`src/ovt_pkg.sv`:
```
package ovt_pkg;

   // Serial-bus register map
   localparam logic [7:0]  OVT_REG_TEMP     = 8'h17;
   localparam logic [7:0]  OVT_TEMP_RST     = 8'h00;
   localparam logic [7:0]  OVT_RDATA_RST    = 8'h00;

   // Fixed over-voltage threshold while soft-start runs: 2.9 V in mV
   localparam logic [11:0] OVT_SS_OV_MV     = 12'hB54;

   // Clock period
   localparam int          OVT_CLK_NS       = 40;

   // Target ramp: one millivolt per step after a trip
   localparam int          OVT_RAMP_STEP_NS = 1000;
   localparam int          OVT_RAMP_CYC_I   =
      (OVT_RAMP_STEP_NS + OVT_CLK_NS - 1) / OVT_CLK_NS;
   localparam logic [11:0] OVT_RAMP_CYC     = OVT_RAMP_CYC_I[11:0];
   localparam logic [11:0] OVT_RAMP_STEP_MV = 12'h001;

   // Temperature refresh interval
   localparam int          OVT_TEMP_PER_US  = 100;
   localparam int          OVT_TEMP_CYC_I   =
      (OVT_TEMP_PER_US * 1000) / OVT_CLK_NS;
   localparam logic [11:0] OVT_TEMP_CYC     = OVT_TEMP_CYC_I[11:0];
   localparam logic [11:0] OVT_CNT_RST      = 12'h000;

   localparam logic [9:0]  OVT_CODE_FULL    = 10'h3FF;

   typedef enum logic [1:0] {
      OVT_ST_OFF,
      OVT_ST_RUN,
      OVT_ST_RAMP,
      OVT_ST_HOLD
   } ovt_state_t;

   // NTC voltage falls as it warms, so a low code is a high temperature
   function automatic logic [7:0] ovt_code_to_temp(input logic [9:0] code);
      logic [9:0] diff;
      diff = OVT_CODE_FULL - code;
      return diff[9:2];
   endfunction

endpackage

```
`src/ovt_conv_if.sv`:
```
`timescale 1ns/1ps
interface ovt_conv_if;
   logic       req;
   logic [9:0] code;
   logic       ack;
   logic [7:0] temp;
   modport host (output req, output code, input ack, input temp);
   modport conv (input req, input code, output ack, output temp);
endinterface

```
`src/ovt_ctl.sv`:
```
`timescale 1ns/1ps
// Overview of operation
// - Output above target plus margin: high gate low, low gate high.
// - After a trip the target ramps down stepwise to zero.
// - During ramp, low gate follows output versus falling target plus margin.
// - Target at zero after trip: high gate low, low gate high until enable goes low.
// - Trip latch clears only when enable is taken low.
// - During soft-start the trip threshold is a fixed 2.9 V.
// - Temperature sensing and alerting act only in normal mode.
// - Sensed voltage is converted to temperature and readable at 17h.
// - Sense voltage past internal thresholds asserts alert or hot outputs.
module ovt_ctl
   import ovt_pkg::*;
#(
   parameter logic [11:0] OV_MARGIN_MV = 12'h190,
   parameter logic [9:0]  ALERT_CODE   = 10'h180,
   parameter logic [9:0]  HOT_CODE     = 10'h140
)
(
   input  wire logic        clk,
   input  wire logic        rst,
   input  wire logic        enable,
   input  wire logic        soft_start,
   input  wire logic        normal_mode,
   input  wire logic        pwm_in,
   input  wire logic [11:0] output_sense_mv,
   input  wire logic [11:0] vid_target_mv,
   input  wire logic [9:0]  temperature_sense_input_code,
   input  wire logic        reg_rd,
   input  wire logic [7:0]  reg_addr,
   output logic [7:0]       reg_rdata,
   output logic             reg_rvalid,
   output logic             high_side_gate_drive,
   output logic             low_side_gate_drive,
   output logic             overvoltage_trip,
   output logic             alert_out_n,
   output logic             regulator_hot_n
);

   ovt_conv_if cv ();

   ovt_state_t  st_ff;
   ovt_state_t  nxt_st;
   logic [11:0] tgt_ff;
   logic [11:0] nxt_tgt;
   logic [11:0] ramp_cnt_ff;
   logic [11:0] smp_cnt_ff;
   logic        hs_ff;
   logic        ls_ff;
   logic        nxt_hs;
   logic        nxt_ls;
   logic        trip_ff;
   logic        req_ff;
   logic [9:0]  code_ff;
   logic [7:0]  temp_ff;
   logic [7:0]  rdata_ff;
   logic        rvalid_ff;
   logic        alert_n_ff;
   logic        hot_n_ff;

   // Decode and compare
   wire  [12:0] rel_thr_w  = {1'b0, tgt_ff} + {1'b0, OV_MARGIN_MV};
   wire  [12:0] run_thr_w  = soft_start ? {1'b0, OVT_SS_OV_MV}
                                        : rel_thr_w;
   wire         run_ov_w   = {1'b0, output_sense_mv} > run_thr_w;
   wire         ramp_ov_w  = {1'b0, output_sense_mv} > rel_thr_w;
   wire         trip_w     = (st_ff == OVT_ST_RUN) && run_ov_w;
   wire         ramp_tick_w = ramp_cnt_ff == OVT_RAMP_CYC - 12'h001;
   wire         smp_tick_w  = smp_cnt_ff == OVT_TEMP_CYC - 12'h001;
   wire         addr_hit_w  = reg_addr == OVT_REG_TEMP;
   wire         alert_w     = normal_mode && (temperature_sense_input_code < ALERT_CODE);
   wire         hot_w       = normal_mode && (temperature_sense_input_code < HOT_CODE);

   always_comb begin
      nxt_st = st_ff;
      nxt_tgt = tgt_ff;
      nxt_hs = 1'b0;
      nxt_ls = 1'b0;
      if (!enable) begin
         nxt_st = OVT_ST_OFF;
         nxt_tgt = vid_target_mv;
      end else begin
         unique case (st_ff)
            OVT_ST_OFF: begin
               nxt_st = OVT_ST_RUN;
               nxt_tgt = vid_target_mv;
            end
            OVT_ST_RUN: begin
               nxt_tgt = vid_target_mv;
               nxt_hs = pwm_in;
               nxt_ls = !pwm_in;
               if (trip_w) begin
                  nxt_st = OVT_ST_RAMP;
                  nxt_hs = 1'b0;
                  nxt_ls = 1'b1;
               end
            end
            OVT_ST_RAMP: begin
               nxt_ls = ramp_ov_w;
               if (tgt_ff == 12'h000) begin
                  nxt_st = OVT_ST_HOLD;
                  nxt_ls = 1'b1;
               end else if (ramp_tick_w) begin
                  nxt_tgt = tgt_ff - OVT_RAMP_STEP_MV;
               end
            end
            OVT_ST_HOLD: begin
               nxt_ls = 1'b1;
            end
         endcase
      end
   end

   always_ff @(posedge clk or posedge rst) begin
      if (rst) begin
         st_ff   <= OVT_ST_OFF;
         tgt_ff  <= OVT_CNT_RST;
         hs_ff   <= 1'b0;
         ls_ff   <= 1'b0;
         trip_ff <= 1'b0;
      end else begin
         st_ff   <= nxt_st;
         tgt_ff  <= nxt_tgt;
         hs_ff   <= nxt_hs;
         ls_ff   <= nxt_ls;
         trip_ff <= (nxt_st == OVT_ST_RAMP) || (nxt_st == OVT_ST_HOLD);
      end
   end

   // Ramp pacing restarts on each trip so the first step is a full period
   always_ff @(posedge clk or posedge rst) begin
      if (rst) begin
         ramp_cnt_ff <= OVT_CNT_RST;
      end else if (st_ff != OVT_ST_RAMP || ramp_tick_w) begin
         ramp_cnt_ff <= OVT_CNT_RST;
      end else begin
         ramp_cnt_ff <= ramp_cnt_ff + 12'h001;
      end
   end

   // Periodic sampling of the sense code
   always_ff @(posedge clk or posedge rst) begin
      if (rst) begin
         smp_cnt_ff <= OVT_CNT_RST;
         req_ff     <= 1'b0;
         code_ff    <= 10'h000;
      end else begin
         smp_cnt_ff <= smp_tick_w ? OVT_CNT_RST
                                  : smp_cnt_ff + 12'h001;
         req_ff     <= smp_tick_w && normal_mode;
         if (smp_tick_w) begin
            code_ff <= temperature_sense_input_code;
         end
      end
   end

   assign cv.req  = req_ff;
   assign cv.code = code_ff;

   ovt_temp_conv u_conv (
      .clk (clk),
      .rst (rst),
      .cv  (cv.conv)
   );

   // Reading register and alert outputs
   always_ff @(posedge clk or posedge rst) begin
      if (rst) begin
         temp_ff    <= OVT_TEMP_RST;
         rdata_ff   <= OVT_RDATA_RST;
         rvalid_ff  <= 1'b0;
         alert_n_ff <= 1'b1;
         hot_n_ff   <= 1'b1;
      end else begin
         if (cv.ack) begin
            temp_ff <= cv.temp;
         end
         rvalid_ff  <= reg_rd;
         if (reg_rd) begin
            rdata_ff <= addr_hit_w ? temp_ff : OVT_RDATA_RST;
         end
         alert_n_ff <= !alert_w;
         hot_n_ff   <= !hot_w;
      end
   end

   assign high_side_gate_drive = hs_ff;
   assign low_side_gate_drive  = ls_ff;
   assign overvoltage_trip     = trip_ff;
   assign reg_rdata            = rdata_ff;
   assign reg_rvalid           = rvalid_ff;
   assign alert_out_n          = alert_n_ff;
   assign regulator_hot_n      = hot_n_ff;

   // Checks
   ov_force_gate_a: assert property (@(posedge clk) disable iff (rst)
      (enable && trip_w) |=> (!high_side_gate_drive && low_side_gate_drive))
      else $error("gates not forced on over-voltage");

   ramp_step_a: assert property (@(posedge clk) disable iff (rst)
      (enable && st_ff == OVT_ST_RAMP && ramp_tick_w && tgt_ff != 12'h000)
      |=> (tgt_ff == $past(tgt_ff) - 12'h001))
      else $error("target ramp step wrong");

   ramp_track_a: assert property (@(posedge clk) disable iff (rst)
      (enable && st_ff == OVT_ST_RAMP && tgt_ff != 12'h000)
      |=> (low_side_gate_drive == $past(ramp_ov_w) && !high_side_gate_drive))
      else $error("low gate not tracking during ramp");

   hold_gates_a: assert property (@(posedge clk) disable iff (rst)
      (st_ff == OVT_ST_HOLD && enable) |=> ((st_ff == OVT_ST_HOLD)
      && !high_side_gate_drive && low_side_gate_drive))
      else $error("hold state lost gate levels");

   trip_latch_a: assert property (@(posedge clk) disable iff (rst)
      (overvoltage_trip && enable) |=> overvoltage_trip)
      else $error("trip cleared without enable cycle");

   ss_thresh_a: assert property (@(posedge clk) disable iff (rst)
      (enable && st_ff == OVT_ST_RUN && soft_start
       && output_sense_mv <= OVT_SS_OV_MV) |=> !overvoltage_trip)
      else $error("false trip during soft-start");

   temp_mode_a: assert property (@(posedge clk) disable iff (rst)
      !normal_mode |=> (alert_out_n && regulator_hot_n && !cv.req))
      else $error("thermal activity outside normal mode");

   reg_read_a: assert property (@(posedge clk) disable iff (rst)
      (reg_rd && addr_hit_w) |=> (reg_rvalid && reg_rdata == $past(temp_ff)))
      else $error("temperature register read wrong");

   hot_flag_a: assert property (@(posedge clk) disable iff (rst)
      (normal_mode && temperature_sense_input_code < HOT_CODE)
      |=> (!regulator_hot_n && !alert_out_n))
      else $error("hot threshold not flagged");

   refresh_a: assert property (@(posedge clk) disable iff (rst)
      (smp_tick_w && normal_mode) |=> cv.req ##1 cv.ack ##1
      (temp_ff == ovt_code_to_temp($past(code_ff, 2))))
      else $error("temperature refresh broken");

endmodule

```
`src/ovt_temp_conv.sv`:
```
`timescale 1ns/1ps
module ovt_temp_conv
   import ovt_pkg::*;
(
   input wire logic  clk,
   input wire logic  rst,
   ovt_conv_if.conv  cv
);

   logic       ack_ff;
   logic [7:0] temp_ff;

   always_ff @(posedge clk or posedge rst) begin
      if (rst) begin
         ack_ff  <= 1'b0;
         temp_ff <= OVT_TEMP_RST;
      end else begin
         ack_ff  <= cv.req;
         if (cv.req) begin
            temp_ff <= ovt_code_to_temp(cv.code);
         end
      end
   end

   assign cv.ack  = ack_ff;
   assign cv.temp = temp_ff;

endmodule

```
`config.mk`:
```
export PLATFORM = sky130hd
export DESIGN_NAME = ovt_ctl
export DESIGN_NICKNAME = d
export VERILOG_FILES = /design/src/ovt_pkg.sv /design/src/ovt_conv_if.sv /design/src/ovt_ctl.sv /design/src/ovt_temp_conv.sv
export SDC_FILE = /design/constraint.sdc
export NUM_CORES = 1
export LEC_CHECK = 0
export ABC_AREA = 1
export BUFFER_PORTS_ARGS = -buffer_cell sky130_fd_sc_hd__buf_2
export CAP_MARGIN = 25
export CORE_MARGIN = 5
export CORE_UTILIZATION = 39
export DETAILED_ROUTE_END_ITERATION = 16
export PLACE_DENSITY = 0.65
export SLEW_MARGIN = 30
export SYNTH_ARGS = -nofsm -noshare
export SYNTH_HDL_FRONTEND = slang
export SYNTH_HIERARCHICAL = 1
export SYNTH_SLANG_ARGS = --single-unit
```
`constraint.sdc`:
```
create_clock -name clk -period 2.5 [get_ports clk]
set_input_delay 0.125 -clock clk [delete_from_list [all_inputs] [get_ports clk]]
set_output_delay 0.125 -clock clk [all_outputs]
set_load 0.03 [all_outputs]
```
### Word-level counts from Yosys, hierarchy flattened

Cells that the tools add are included.

* output and inout port bits: 14
* memories kept: 0
* register bits after elaboration: 80
* word-level logic and storage cells: 69
* ROM bits: 0
* bits in latches: 0
* RAM bits: 0

* div/mod/pow operators: 0
* eq/ne operators: 12
* multiply operators: 0
* magnitude comparators: 4
* $add $sub $neg: 5
* muxes and demuxes: 19
* bitwise operators: 0
* shifts and indexed selects: 0
* reduce and logical (&&, ||, !) cells: 13

Operators by type and width (count)
* $mux 12: 5
* $gt 12x13->1: 2
* $add 12x1->12 const B: 2
* $pmux 12 s2: 1
* $lt 10x9->1 const B: 2
* $add 12x9->13 const B: 1
* $mux 13: 1
* $eq 12x12->1 const B: 1
* $eq 12x5->1 const B: 1
* $logic_not 12->1: 1
* $sub 12x1->12 const B: 1
* $sub 10x10->10 const A: 1
* $eq 2x2->1 const B: 4
* $eq 8x5->1 const B: 1
* $mux 8: 1
* $mux 1: 6
* $mux 2: 3
* $ne 3x3->1 const B: 2
* $pmux 2 s3: 1
* $logic_and 1x1->1: 4
* $logic_not 1->1: 3
* $ne 3x2->1 const B: 1
* $pmux 1 s3: 1
* $reduce_and 3->1: 1
* other kinds (5): 6

### Longest topological paths before layout

Gate-level depths: netlist of run 1.

* depth after elaboration: 9
* mapped depth: 17

### By module

The synthesis of run 1 kept the hierarchy.

By module, submodules not included
* ovt_ctl: area an instance 4322.9 um^2, cells each 551, times used 1, sequential area each 1779.2 um^2
* ovt_temp_conv: area an instance 364.1 um^2, cells each 44, times used 1, sequential area each 225.2 um^2

### Worst setup path before layout of run 1

OpenSTA, ideal clock, no wires.

* kind: flip-flop to flip-flop
* start point: register tgt_ff[4]
* end point: register st_ff[0]
* required time: 2.377 ns
* data arrival time: 1.936 ns
* setup time: 0.123 ns
* path slack: 0.441 ns
* cell stages (with the launch flop): 17
* cell sequence: dfrtp_1 -> inv_2 -> nor3_1 -> inv_1 -> nand2_1 -> nand3_1 -> xor2_1 -> nor2_1 -> ha_1 -> nand2_1 -> inv_1 -> nand4_1 -> nand2_1 -> nor2_1 -> nand2_1 -> nand2_1 -> a21oi_1

* cells in the longest elaborated chain, start to end: 7
* elaborated cells between the ends (all ways): 9
* classes of those cells: 1 x add/sub; 1 x order compare; 5 x mux; 2 x reduce/logical

Ends and longest elaborated chain
* start: declaration: line ovt_ctl.sv:44 `logic [11:0] tgt_ff;`
* start signal: assignment: line ovt_ctl.sv:123 `tgt_ff <= nxt_tgt;`
* $add 12x9->13: line ovt_ctl.sv:62 `wire [12:0] rel_thr_w = {1'b0, tgt_ff} + {1'b0, OV_MARGIN_MV};`
* $mux 13: line ovt_ctl.sv:63 `wire [12:0] run_thr_w = soft_start ? {1'b0, OVT_SS_OV_MV}`
* $gt 12x13->1: line ovt_ctl.sv:65 `wire run_ov_w = {1'b0, output_sense_mv} > run_thr_w;`
* $logic_and 1x1->1: line ovt_ctl.sv:67 `wire trip_w = (st_ff == OVT_ST_RUN) && run_ov_w;`
* $mux 2: line ovt_ctl.sv:92 `if (trip_w) begin`
* $pmux 2 s3 (*): line ovt_ctl.sv:83 `unique case (st_ff)`
* $mux 2 (*): line ovt_ctl.sv:79 `if (!enable) begin`
* net nxt_st[0]: line ovt_ctl.sv:43 `ovt_state_t nxt_st;`
* end signal: assignment: line ovt_ctl.sv:122 `st_ff <= nxt_st;`
* end: declaration: line ovt_ctl.sv:42 `ovt_state_t st_ff;`

The timed path passes the listed nets; every way through them passes the cells marked *.
A chain may end at the register's enable or synchronous reset.

### Worst setup path after layout of run 1

Ends and elaborated chain as after synthesis.

==> results.json, run 1 <==
{
  "outcome": "finished, violations left",
  "violations": "negative hold slack",
  "clockBufferDepth": 2,
  "port_buffers": 60,
  "placed_area_sq_mm": 0.00503,
  "leakage_nw": 2.81,
  "die_x_um": 119,
  "dieArea_sq_mm": 0.0141,
  "fin_skew_ns": 0.00696,
  "vias": 3836,
  "clock-sinks": 78,
  "stdcell_area_sq_mm": 0.00544,
  "setup_tns_ns": 0,
  "setup_viol": 0,
  "syn-cell-area_sq_mm": 0.00461,
  "drt-initial-drc-count": 238,
  "track_usage_pct": 14.2,
  "min-delay-start": "temperature_sense_input_code[2]",
  "antenna_found_initial": 0,
  "hold_viol": 1,
  "syn_inst": 587,
  "insertion_delay_ns": 0.33,
  "power_density_mw_per_mm2": 628,
  "hold_ws_ns": -0.000113,
  "yosysWarnings": 6,
  "peakVddDrop_v": 0.000252,
  "grt_pass1_wl_um": 16700,
  "cts.htree.levels": 3,
  "core_sq_mm": 0.0115,
  "area_delta_synth_final_pct": 17.8,
  "cts_buffers": 9,
  "dp_hpwl_um": 7530,
  "r2r_start": "tgt_ff[4]",
  "grt_overflow": 0,
  "cp.arrival_ns": 2.44,
  "firstDrtPassIters": 4,
  "rsz0062_at_grt": "false",
  "avgSynthCellArea_sq_um": 7.86,
  "route.met2.wl_um": 4500,
  "synth.net_count": 666,
  "cts_tree": "built",
  "ioPinCount": 63,
  "rows": 39,
  "relSlewSlack_pct": 53.1,
  "finalCritPeriodShare_pct": 89.3,
  "gp_congestion": 0.880,
  "top_layer": "met4",
  "drt.antenna.violating_nets": 0,
  "route.detailed.drc": 0,
  "diodes": 0,
  "avgViaCountPerCell": 4.78,
  "wl_per_cell_um": 12.1,
  "required_ns": 2.71,
  "wirelength_um": 9680,
  "slew_viol_final": 0,
  "worst-path-max-fanout": 6,
  "critPathCaptureType": "flip-flop",
  "grt_max_degree": 38,
  "startpoint": "tgt_ff[4]",
  "period_minus_slack_ns": 2.23,
  "drive_gt1_share_pct": 18.8,
  "worst_setup_path_start_kind": "flip-flop",
  "r2r_slack_ns": 0.27,
  "nets": 733,
  "fmax_mhz": 448,
  "drt-met1-wl_um": 4710,
  "crit_type": "flip-flop to flip-flop",
  "holdCritPathClass": "input pin to flip-flop",
  "cts_root_buf": "clkbuf_16",
  "worst_pin_slew_ns": 0.702,
  "start_util_pct": 40.1,
  "die_y_um": 119,
  "post-route-util_pct": 47.2,
  "wl_met3_um": 345,
  "max_cap_violations": 0,
  "clk_pin_slew_ns": 0.06,
  "grt_pass1_vias": 3677
}
==> cell type report <==
cell class | count | area, sq um
inverter | 86 | 323
sequential | 78 | 1960
clock buffer | 11 | 243
tap | 143 | 179
multi-input combinational | 411 | 2260
clock inverter | 5 | 82.6
fill | 1133 | 6080
timing repair buffer | 68 | 388
==> power by group <==
group          leakage [nW]  internal, mW  switching (mW)
Sequential            0.993          1.31          0.0512
Clock                 0.160         0.903           0.488
Combinational          1.66         0.251           0.409
==> sequential cells by signal (all words and copies together), names as in the netlist, 2 cells and up <==
register / count
code_ff: 8
temp_ff: 8
tgt_ff: 12
smp_cnt_ff: 12
reg_rdata: 8
st_ff: 2
ramp_cnt_ff: 12
u_conv/cv.temp: 8
==> worst max-delay path, stage by stage (launching register included) <==
cell and delay [ns]:
dfrtp_2 0.41, inv_2 0.08, nor3_2 0.21, inv_1 0.09
nand2_1 0.09, nand3_1 0.11, xor2_2 0.18, nor2_1 0.09
ha_1 0.25, nand2_1 0.09, inv_1 0.04, nand4_1 0.08
nand2_1 0.05, nor2_1 0.11, nand2_2 0.10, nand2_1 0.09
a21oi_1 0.05
==> metrics by stage <==
| step | power [mW] | instances | setup WS (ns) |
|---|---|---|---|
| finish | 3.41 | 802 | 0.266 |
| global route | 3.62 | 802 | 0.0316 |
| floorplan | 1.86 | 587 | 0.441 |
| CTS | 3.45 | 802 | 0.105 |
| detailed placement | 2.03 | 780 | 0.123 |
| global placement | 2.01 | 780 | 0.182 |
==> cells in the final DEF (no fill, tap or decap), types with 10 or more instances in the layout <==
cell type,n
a21oi_1,15
buf_2,60
dfrtp_1,75
ha_1,30
inv_1,76
inv_2,10
nand2_1,163
nand3_1,29
nor2_1,53
nor3_1,16
o21ai_0,17
xor2_1,10
==> layer usage <==
metal / GRT usage [%] / vias up
met1: 19.2 / 1758
met5: 0 / -
met2: 22.9 / 56
met3: 2.82 / 13
met4: 4.71 / 0
li1: - / 2009
==> worst paths after layout <==
path | depth (start not counted) | to
max | 16 | st_ff[0]
min | 3 | code_ff[2]
max reg2reg | 16 | st_ff[0]
min reg2reg | 1 | smp_cnt_ff[0]
max in group asynchronous | 4 | tgt_ff[4]
min in group asynchronous | 3 | u_conv/cv.temp[7]
==> repair_timing <==
action,4_1_cts,5_1_grt
buffers inserted,0,0
endpoints found under the hold margin,44,0
setup endpoints to repair,0,5
hold buffers,6,0
resized for setup,0,4
Note: power is estimated with default switching activity, not from simulation.
==> run 2, diff against run 1 <==
CTS_CLUSTER_SIZE = 12   (was default)
SETUP_SLACK_MARGIN = 0.4   (was default)
==> results.json, run 2 (synthesis gave the netlist of run 1 again) <==
{
  "rr_worst_depth": 16,
  "cp.arrival_ns": 2.31,
  "peakVddDrop_v": 0.000252,
  "max_cap_violations": 0,
  "grt_pass1_wl_um": 16800,
  "top_regs": "ramp_cnt_ff x12, smp_cnt_ff x12, tgt_ff x12",
  "cts_root_buf": "clkbuf_16",
  "avgViaCountPerCell": 4.77,
  "layout_commonest_cell": "nand2_1",
  "grt_max_degree": 38,
  "die_x_um": 119,
  "gp_congestion": 0.880,
  "period_minus_slack_ns": 2.09,
  "cpMostUsedCell": "nand2_2",
  "placed_area_sq_mm": 0.00503,
  "required_ns": 2.71,
  "wl_per_cell_um": 12.1,
  "cp.buffers_inverters": 3,
  "worst_setup_path_start_kind": "flip-flop",
  "nets": 738,
  "slowest_delay_ns": 0.39,
  "min_to": "code_ff[2]",
  "hold_ws_ns": -0.0000293,
  "hold_viol": 1,
  "final_cell_mix": "nand2_1 (158), dfrtp_1 (76), inv_1 (74)",
  "leakage_nw": 2.84,
  "r2r_slack_ns": 0.41,
  "setup_viol": 0,
  "firstDrtPassIters": 4,
  "drt.antenna.violating_nets": 0,
  "route.detailed.drc": 0,
  "port_buffers": 60,
  "dieArea_sq_mm": 0.0141,
  "setup_tns_ns": 0,
  "r2r_end": "st_ff[0]",
  "cp_top_family": "simple AND/OR/NAND/NOR gates",
  "grt_overflow": 0,
  "clockBufferDepth": 2,
  "post-route-util_pct": 48.1,
  "diodes": 0,
  "vias": 3848,
  "r2r_start": "tgt_ff[5]",
  "slew_viol_final": 0,
  "core_sq_mm": 0.0115,
  "insertion_delay_ns": 0.33,
  "worst-path-max-fanout": 4,
  "holdCritPathClass": "input pin to flip-flop",
  "area_delta_synth_final_pct": 20.0,
  "antenna_found_initial": 0,
  "drive_gt1_share_pct": 21.8,
  "rows": 39,
  "finalCritPeriodShare_pct": 83.7,
  "cts_tree": "built",
  "track_usage_pct": 14.3,
  "clk_pin_slew_ns": 0.06,
  "min_path_cells": 3,
  "grt_pass1_vias": 3712,
  "fmax_mhz": 478,
  "clock-sinks": 78,
  "violations": "negative hold slack",
  "critPathCaptureType": "flip-flop",
  "outcome": "finished, violations left",
  "ioPinCount": 63,
  "relSlewSlack_pct": 53.2,
  "die_y_um": 119,
  "cts_buffers": 9,
  "start_util_pct": 40.1,
  "crit_path_cell_trace": "inv_2 -> nor3_4 -> inv_2 -> nand2_2 -> nand3_2 -> xor2_2 -> nor2_1 -> ha_1 -> nand2_1 -> inv_1 -> nand4_1 -> nand2_1 -> nor2_1 -> nand2_2 -> nand2_2 -> a21oi_2",
  "fin_skew_ns": 0.00674,
  "cts.htree.levels": 3,
  "min-delay-start": "temperature_sense_input_code[2]",
  "wirelength_um": 9760,
  "drt-initial-drc-count": 202,
  "worst_pin_slew_ns": 0.701,
  "stdcell_area_sq_mm": 0.00554,
  "crit_type": "flip-flop to flip-flop",
  "critPathSlowestCell": "dfrtp_1",
  "power_density_mw_per_mm2": 626,
  "rsz0062_at_grt": "true",
  "dp_hpwl_um": 7530
}
-- run 2: per-stage QoR --
step | hold WS [ns] | power, mW | std cells | worst slack (ns)
after global routing | 0.0168 | 3.67 | 807 | 0.205
final | -0.0000293 | 3.46 | 807 | 0.407
after global placement | 0.103 | 2.01 | 780 | 0.182
after detailed placement | 0.109 | 2.03 | 780 | 0.123
after CTS | 0.0000348 | 3.47 | 806 | 0.320
after floorplan | -0.0471 | 1.86 | 587 | 0.441
-- run 2: area by class of cell --
class | instances | area [sq um]
Fill cell | 1118 | 5980
Multi-Input combinational cell | 411 | 2330
Sequential cell | 78 | 1950
Timing Repair Buffer | 73 | 425
Inverter | 86 | 323
Clock buffer | 11 | 243
Tap cell | 143 | 179
Clock inverter | 5 | 82.6
-- run 2: worst max path at each step --
stage / from / to / slack [ns] / depth (start not counted)
2_1_floorplan: tgt_ff[4] / st_ff[0] / 0.44 / 16
3_3_place_gp: tgt_ff[4] / low_side_gate_drive / 0.18 / 17
3_5_place_dp: tgt_ff[4] / st_ff[0] / 0.12 / 16
4_1_cts: tgt_ff[5] / st_ff[0] / 0.32 / 16
5_1_grt: tgt_ff[4] / low_side_gate_drive / 0.20 / 17
6_report: tgt_ff[5] / st_ff[0] / 0.41 / 16
-- run 2: timing repair --
item | 4_1_cts | 5_1_grt
gates resized for setup | 5 | 16
setup buffers | 4 | 1
hold endpoints to repair | 44 | 0
setup endpoints to repair | 5 | 8
hold buffers | 6 | 0
pin swaps | 7 | 4
-- run 2: tightest hold or removal path: stages --
cell     delay [ns]
buf_2          0.08
nand2_1        0.05
nand2_1        0.05
-- run 2: power breakdown --
| part | switching, mW | total [mW] | internal, mW |
|---|---|---|---|
| clock network | 0.487 | 1.39 | 0.902 |
| logic | 0.432 | 0.713 | 0.280 |
| registers | 0.0518 | 1.36 | 1.31 |
-- run 2: metal layers --
| metal | share of wire, % | up-vias | wire length [um] | track usage, % |
|---|---|---|---|---|
| met5 | 0 | - | 0 | 0 |
| met4 | 1.4 | 0 | 133 | 4.71 |
| met3 | 3.3 | 13 | 327 | 2.82 |
| met2 | 47 | 58 | 4570 | 23.2 |
| met1 | 48 | 1759 | 4730 | 19.2 |
| li1 | - | 2018 | - | - |
==> run 3, diff against run 2 <==
PLACE_DENSITY = 0.67   (was 0.65)
clock period = 1.7 ns   (was 2.5 ns; I/O delays follow)
==> results.json, run 3 (synthesis gave the netlist of run 1 again) <==
{
  "power_density_mw_per_mm2": 801,
  "leakage_nw": 3.31,
  "clk_pin_slew_ns": 0.05,
  "holdCritPathClass": "input pin to flip-flop",
  "setup_viol": 17,
  "area_delta_synth_final_pct": 44.3,
  "rsz0062_at_grt": "true",
  "worst_pin_slew_ns": 0.453,
  "vias": 4375,
  "rows": 39,
  "insertion_delay_ns": 0.33,
  "nets": 817,
  "hold_ws_ns": 0.0220,
  "wl_met3_um": 506,
  "fmax_mhz": 468,
  "grt_max_degree": 53,
  "drt-met1-wl_um": 5240,
  "cts_buffers": 9,
  "relSlewSlack_pct": 69.8,
  "top_regs": "ramp_cnt_ff x12, smp_cnt_ff x12, tgt_ff x12",
  "drive_gt1_share_pct": 39.0,
  "rr_worst_depth": 16,
  "ioPinCount": 63,
  "grt_pass1_vias": 4233,
  "max_cap_violations": 0,
  "r2r_slack_ns": -0.44,
  "period_minus_slack_ns": 2.14,
  "hold_viol": 0,
  "cp.arrival_ns": 2.35,
  "layout_commonest_cell": "nand2_1",
  "crit_type": "flip-flop to flip-flop",
  "outcome": "finished, violations left",
  "fin_skew_ns": 0.00369,
  "grt_pass1_wl_um": 19600,
  "route.met2.wl_um": 6390,
  "top_layer": "met4",
  "clockBufferDepth": 2,
  "port_buffers": 60,
  "die_y_um": 119,
  "setup_tns_ns": -3.09,
  "firstDrtPassIters": 4,
  "die_x_um": 119,
  "worst_setup_path_start_kind": "flip-flop",
  "worst-path-max-fanout": 4,
  "track_usage_pct": 16.8,
  "required_ns": 1.91,
  "finalPower_mw": 5.34,
  "core_sq_mm": 0.0115,
  "startpoint": "tgt_ff[5]",
  "diodes": 0,
  "fin_ws_ns": -0.438,
  "critPathCaptureType": "flip-flop",
  "violations": "negative setup slack",
  "drt-initial-drc-count": 244,
  "worstSetupEndpoint": "st_ff[0]",
  "dp_hpwl_um": 8040,
  "dieArea_sq_mm": 0.0141,
  "antenna_found_initial": 0,
  "finalCritPeriodShare_pct": 126,
  "post-route-util_pct": 57.8,
  "slew_viol_final": 0,
  "start_util_pct": 40.1,
  "wirelength_um": 12400,
  "wl_per_cell_um": 14.0,
  "route.detailed.drc": 0,
  "final_cell_mix": "nand2_1 (137), dfrtp_1 (70), inv_1 (67)",
  "cts_tree": "built",
  "peakVddDrop_v": 0.000469,
  "dp_slack_ns": -0.417,
  "r2r_start": "tgt_ff[5]",
  "drt.antenna.violating_nets": 0,
  "clock-sinks": 78,
  "gp_congestion": 0.840,
  "avgViaCountPerCell": 4.94,
  "r2r_end": "st_ff[0]",
  "cts_root_buf": "clkbuf_16",
  "grt_overflow": 0,
  "cts.htree.levels": 3
}
[run 3: cell types whose count changed in the layout (fill, tap and decap cells not counted), moves of 10 or more]
| cell | previous run | this run |
|---|---|---|
| buf_4 | 6 | 58 |
| buf_6 | 0 | 14 |
| nand2_1 | 158 | 137 |
| nand2_2 | 14 | 25 |
| nand2_4 | 1 | 11 |
| nor2_1 | 51 | 34 |
| nor2_2 | 3 | 14 |
| nor3_1 | 16 | 5 |
[run 3: power by group]
group	total (mW)	internal (mW)	switching, mW	leakage, nW
clock network	1.92	1.18	0.734	0.140
logic	1.43	0.665	0.767	2.19
registers	1.99	1.93	0.0625	0.986
[run 3: through the flow]
stage                     std cells  area, sq um
after detailed placement        815         5370
after global routing            886         6660
after floorplan                 587         4660
final                           886         6660
after global placement          815         5370
after CTS                       874         6400
[run 3: how the worst min path moves through the flow]
stage,startpoint,to,slack (ns),depth (start not counted)
6_report,enable,low_side_gate_drive,0.02,3
5_1_grt,temperature_sense_input_code[7],alert_out_n,0.02,3
4_1_cts,temperature_sense_input_code[7],alert_out_n,0.01,3
3_5_place_dp,rst,u_conv/cv.temp[2],0.08,2
3_3_place_gp,rst,u_conv/cv.temp[2],0.08,2
2_1_floorplan,rst,u_conv/cv.ack,-0.09,1
[run 3: what timing repair did]
item,in CTS,in global routing
endpoints found under the hold margin,35,0
hold buffers,12,0
gates cloned,3,0
pin swaps,46,48
gates resized for setup,87,49
setup endpoints to repair,46,50
setup buffers,28,12
[run 3: routing by layer]
| metal | GRT usage (%) | up-vias |
|---|---|---|
| met5 | 0 | - |
| met4 | 5.72 | 0 |
| met3 | 3.44 | 23 |
| met2 | 29.2 | 96 |
| met1 | 20.8 | 2072 |
| li1 | - | 2184 |
[run 3: cell type report]
type	count	area (sq um)
clock buffer	13	250
clock inverter	3	46.3
fill	948	4860
inverter	86	333
multi-input combinational	412	2740
sequential	78	1960
tap	143	179
timing repair buffer	150	1140
timing repair inverter	1	7.51
[run 3: critical path: stages, from the launching register on]
cell     delay [ns]
dfrtp_1        0.40
inv_2          0.07
nor3_4         0.21
inv_2          0.06
nand2_2        0.07
nand3_2        0.08
xor2_2         0.19
nor2_1         0.11
ha_1           0.25
nand2_1        0.08
inv_1          0.04
nand4_1        0.06
nand2_1        0.06
nor2_2         0.11
nand2_2        0.09
nand2_2        0.08
a21oi_1        0.04
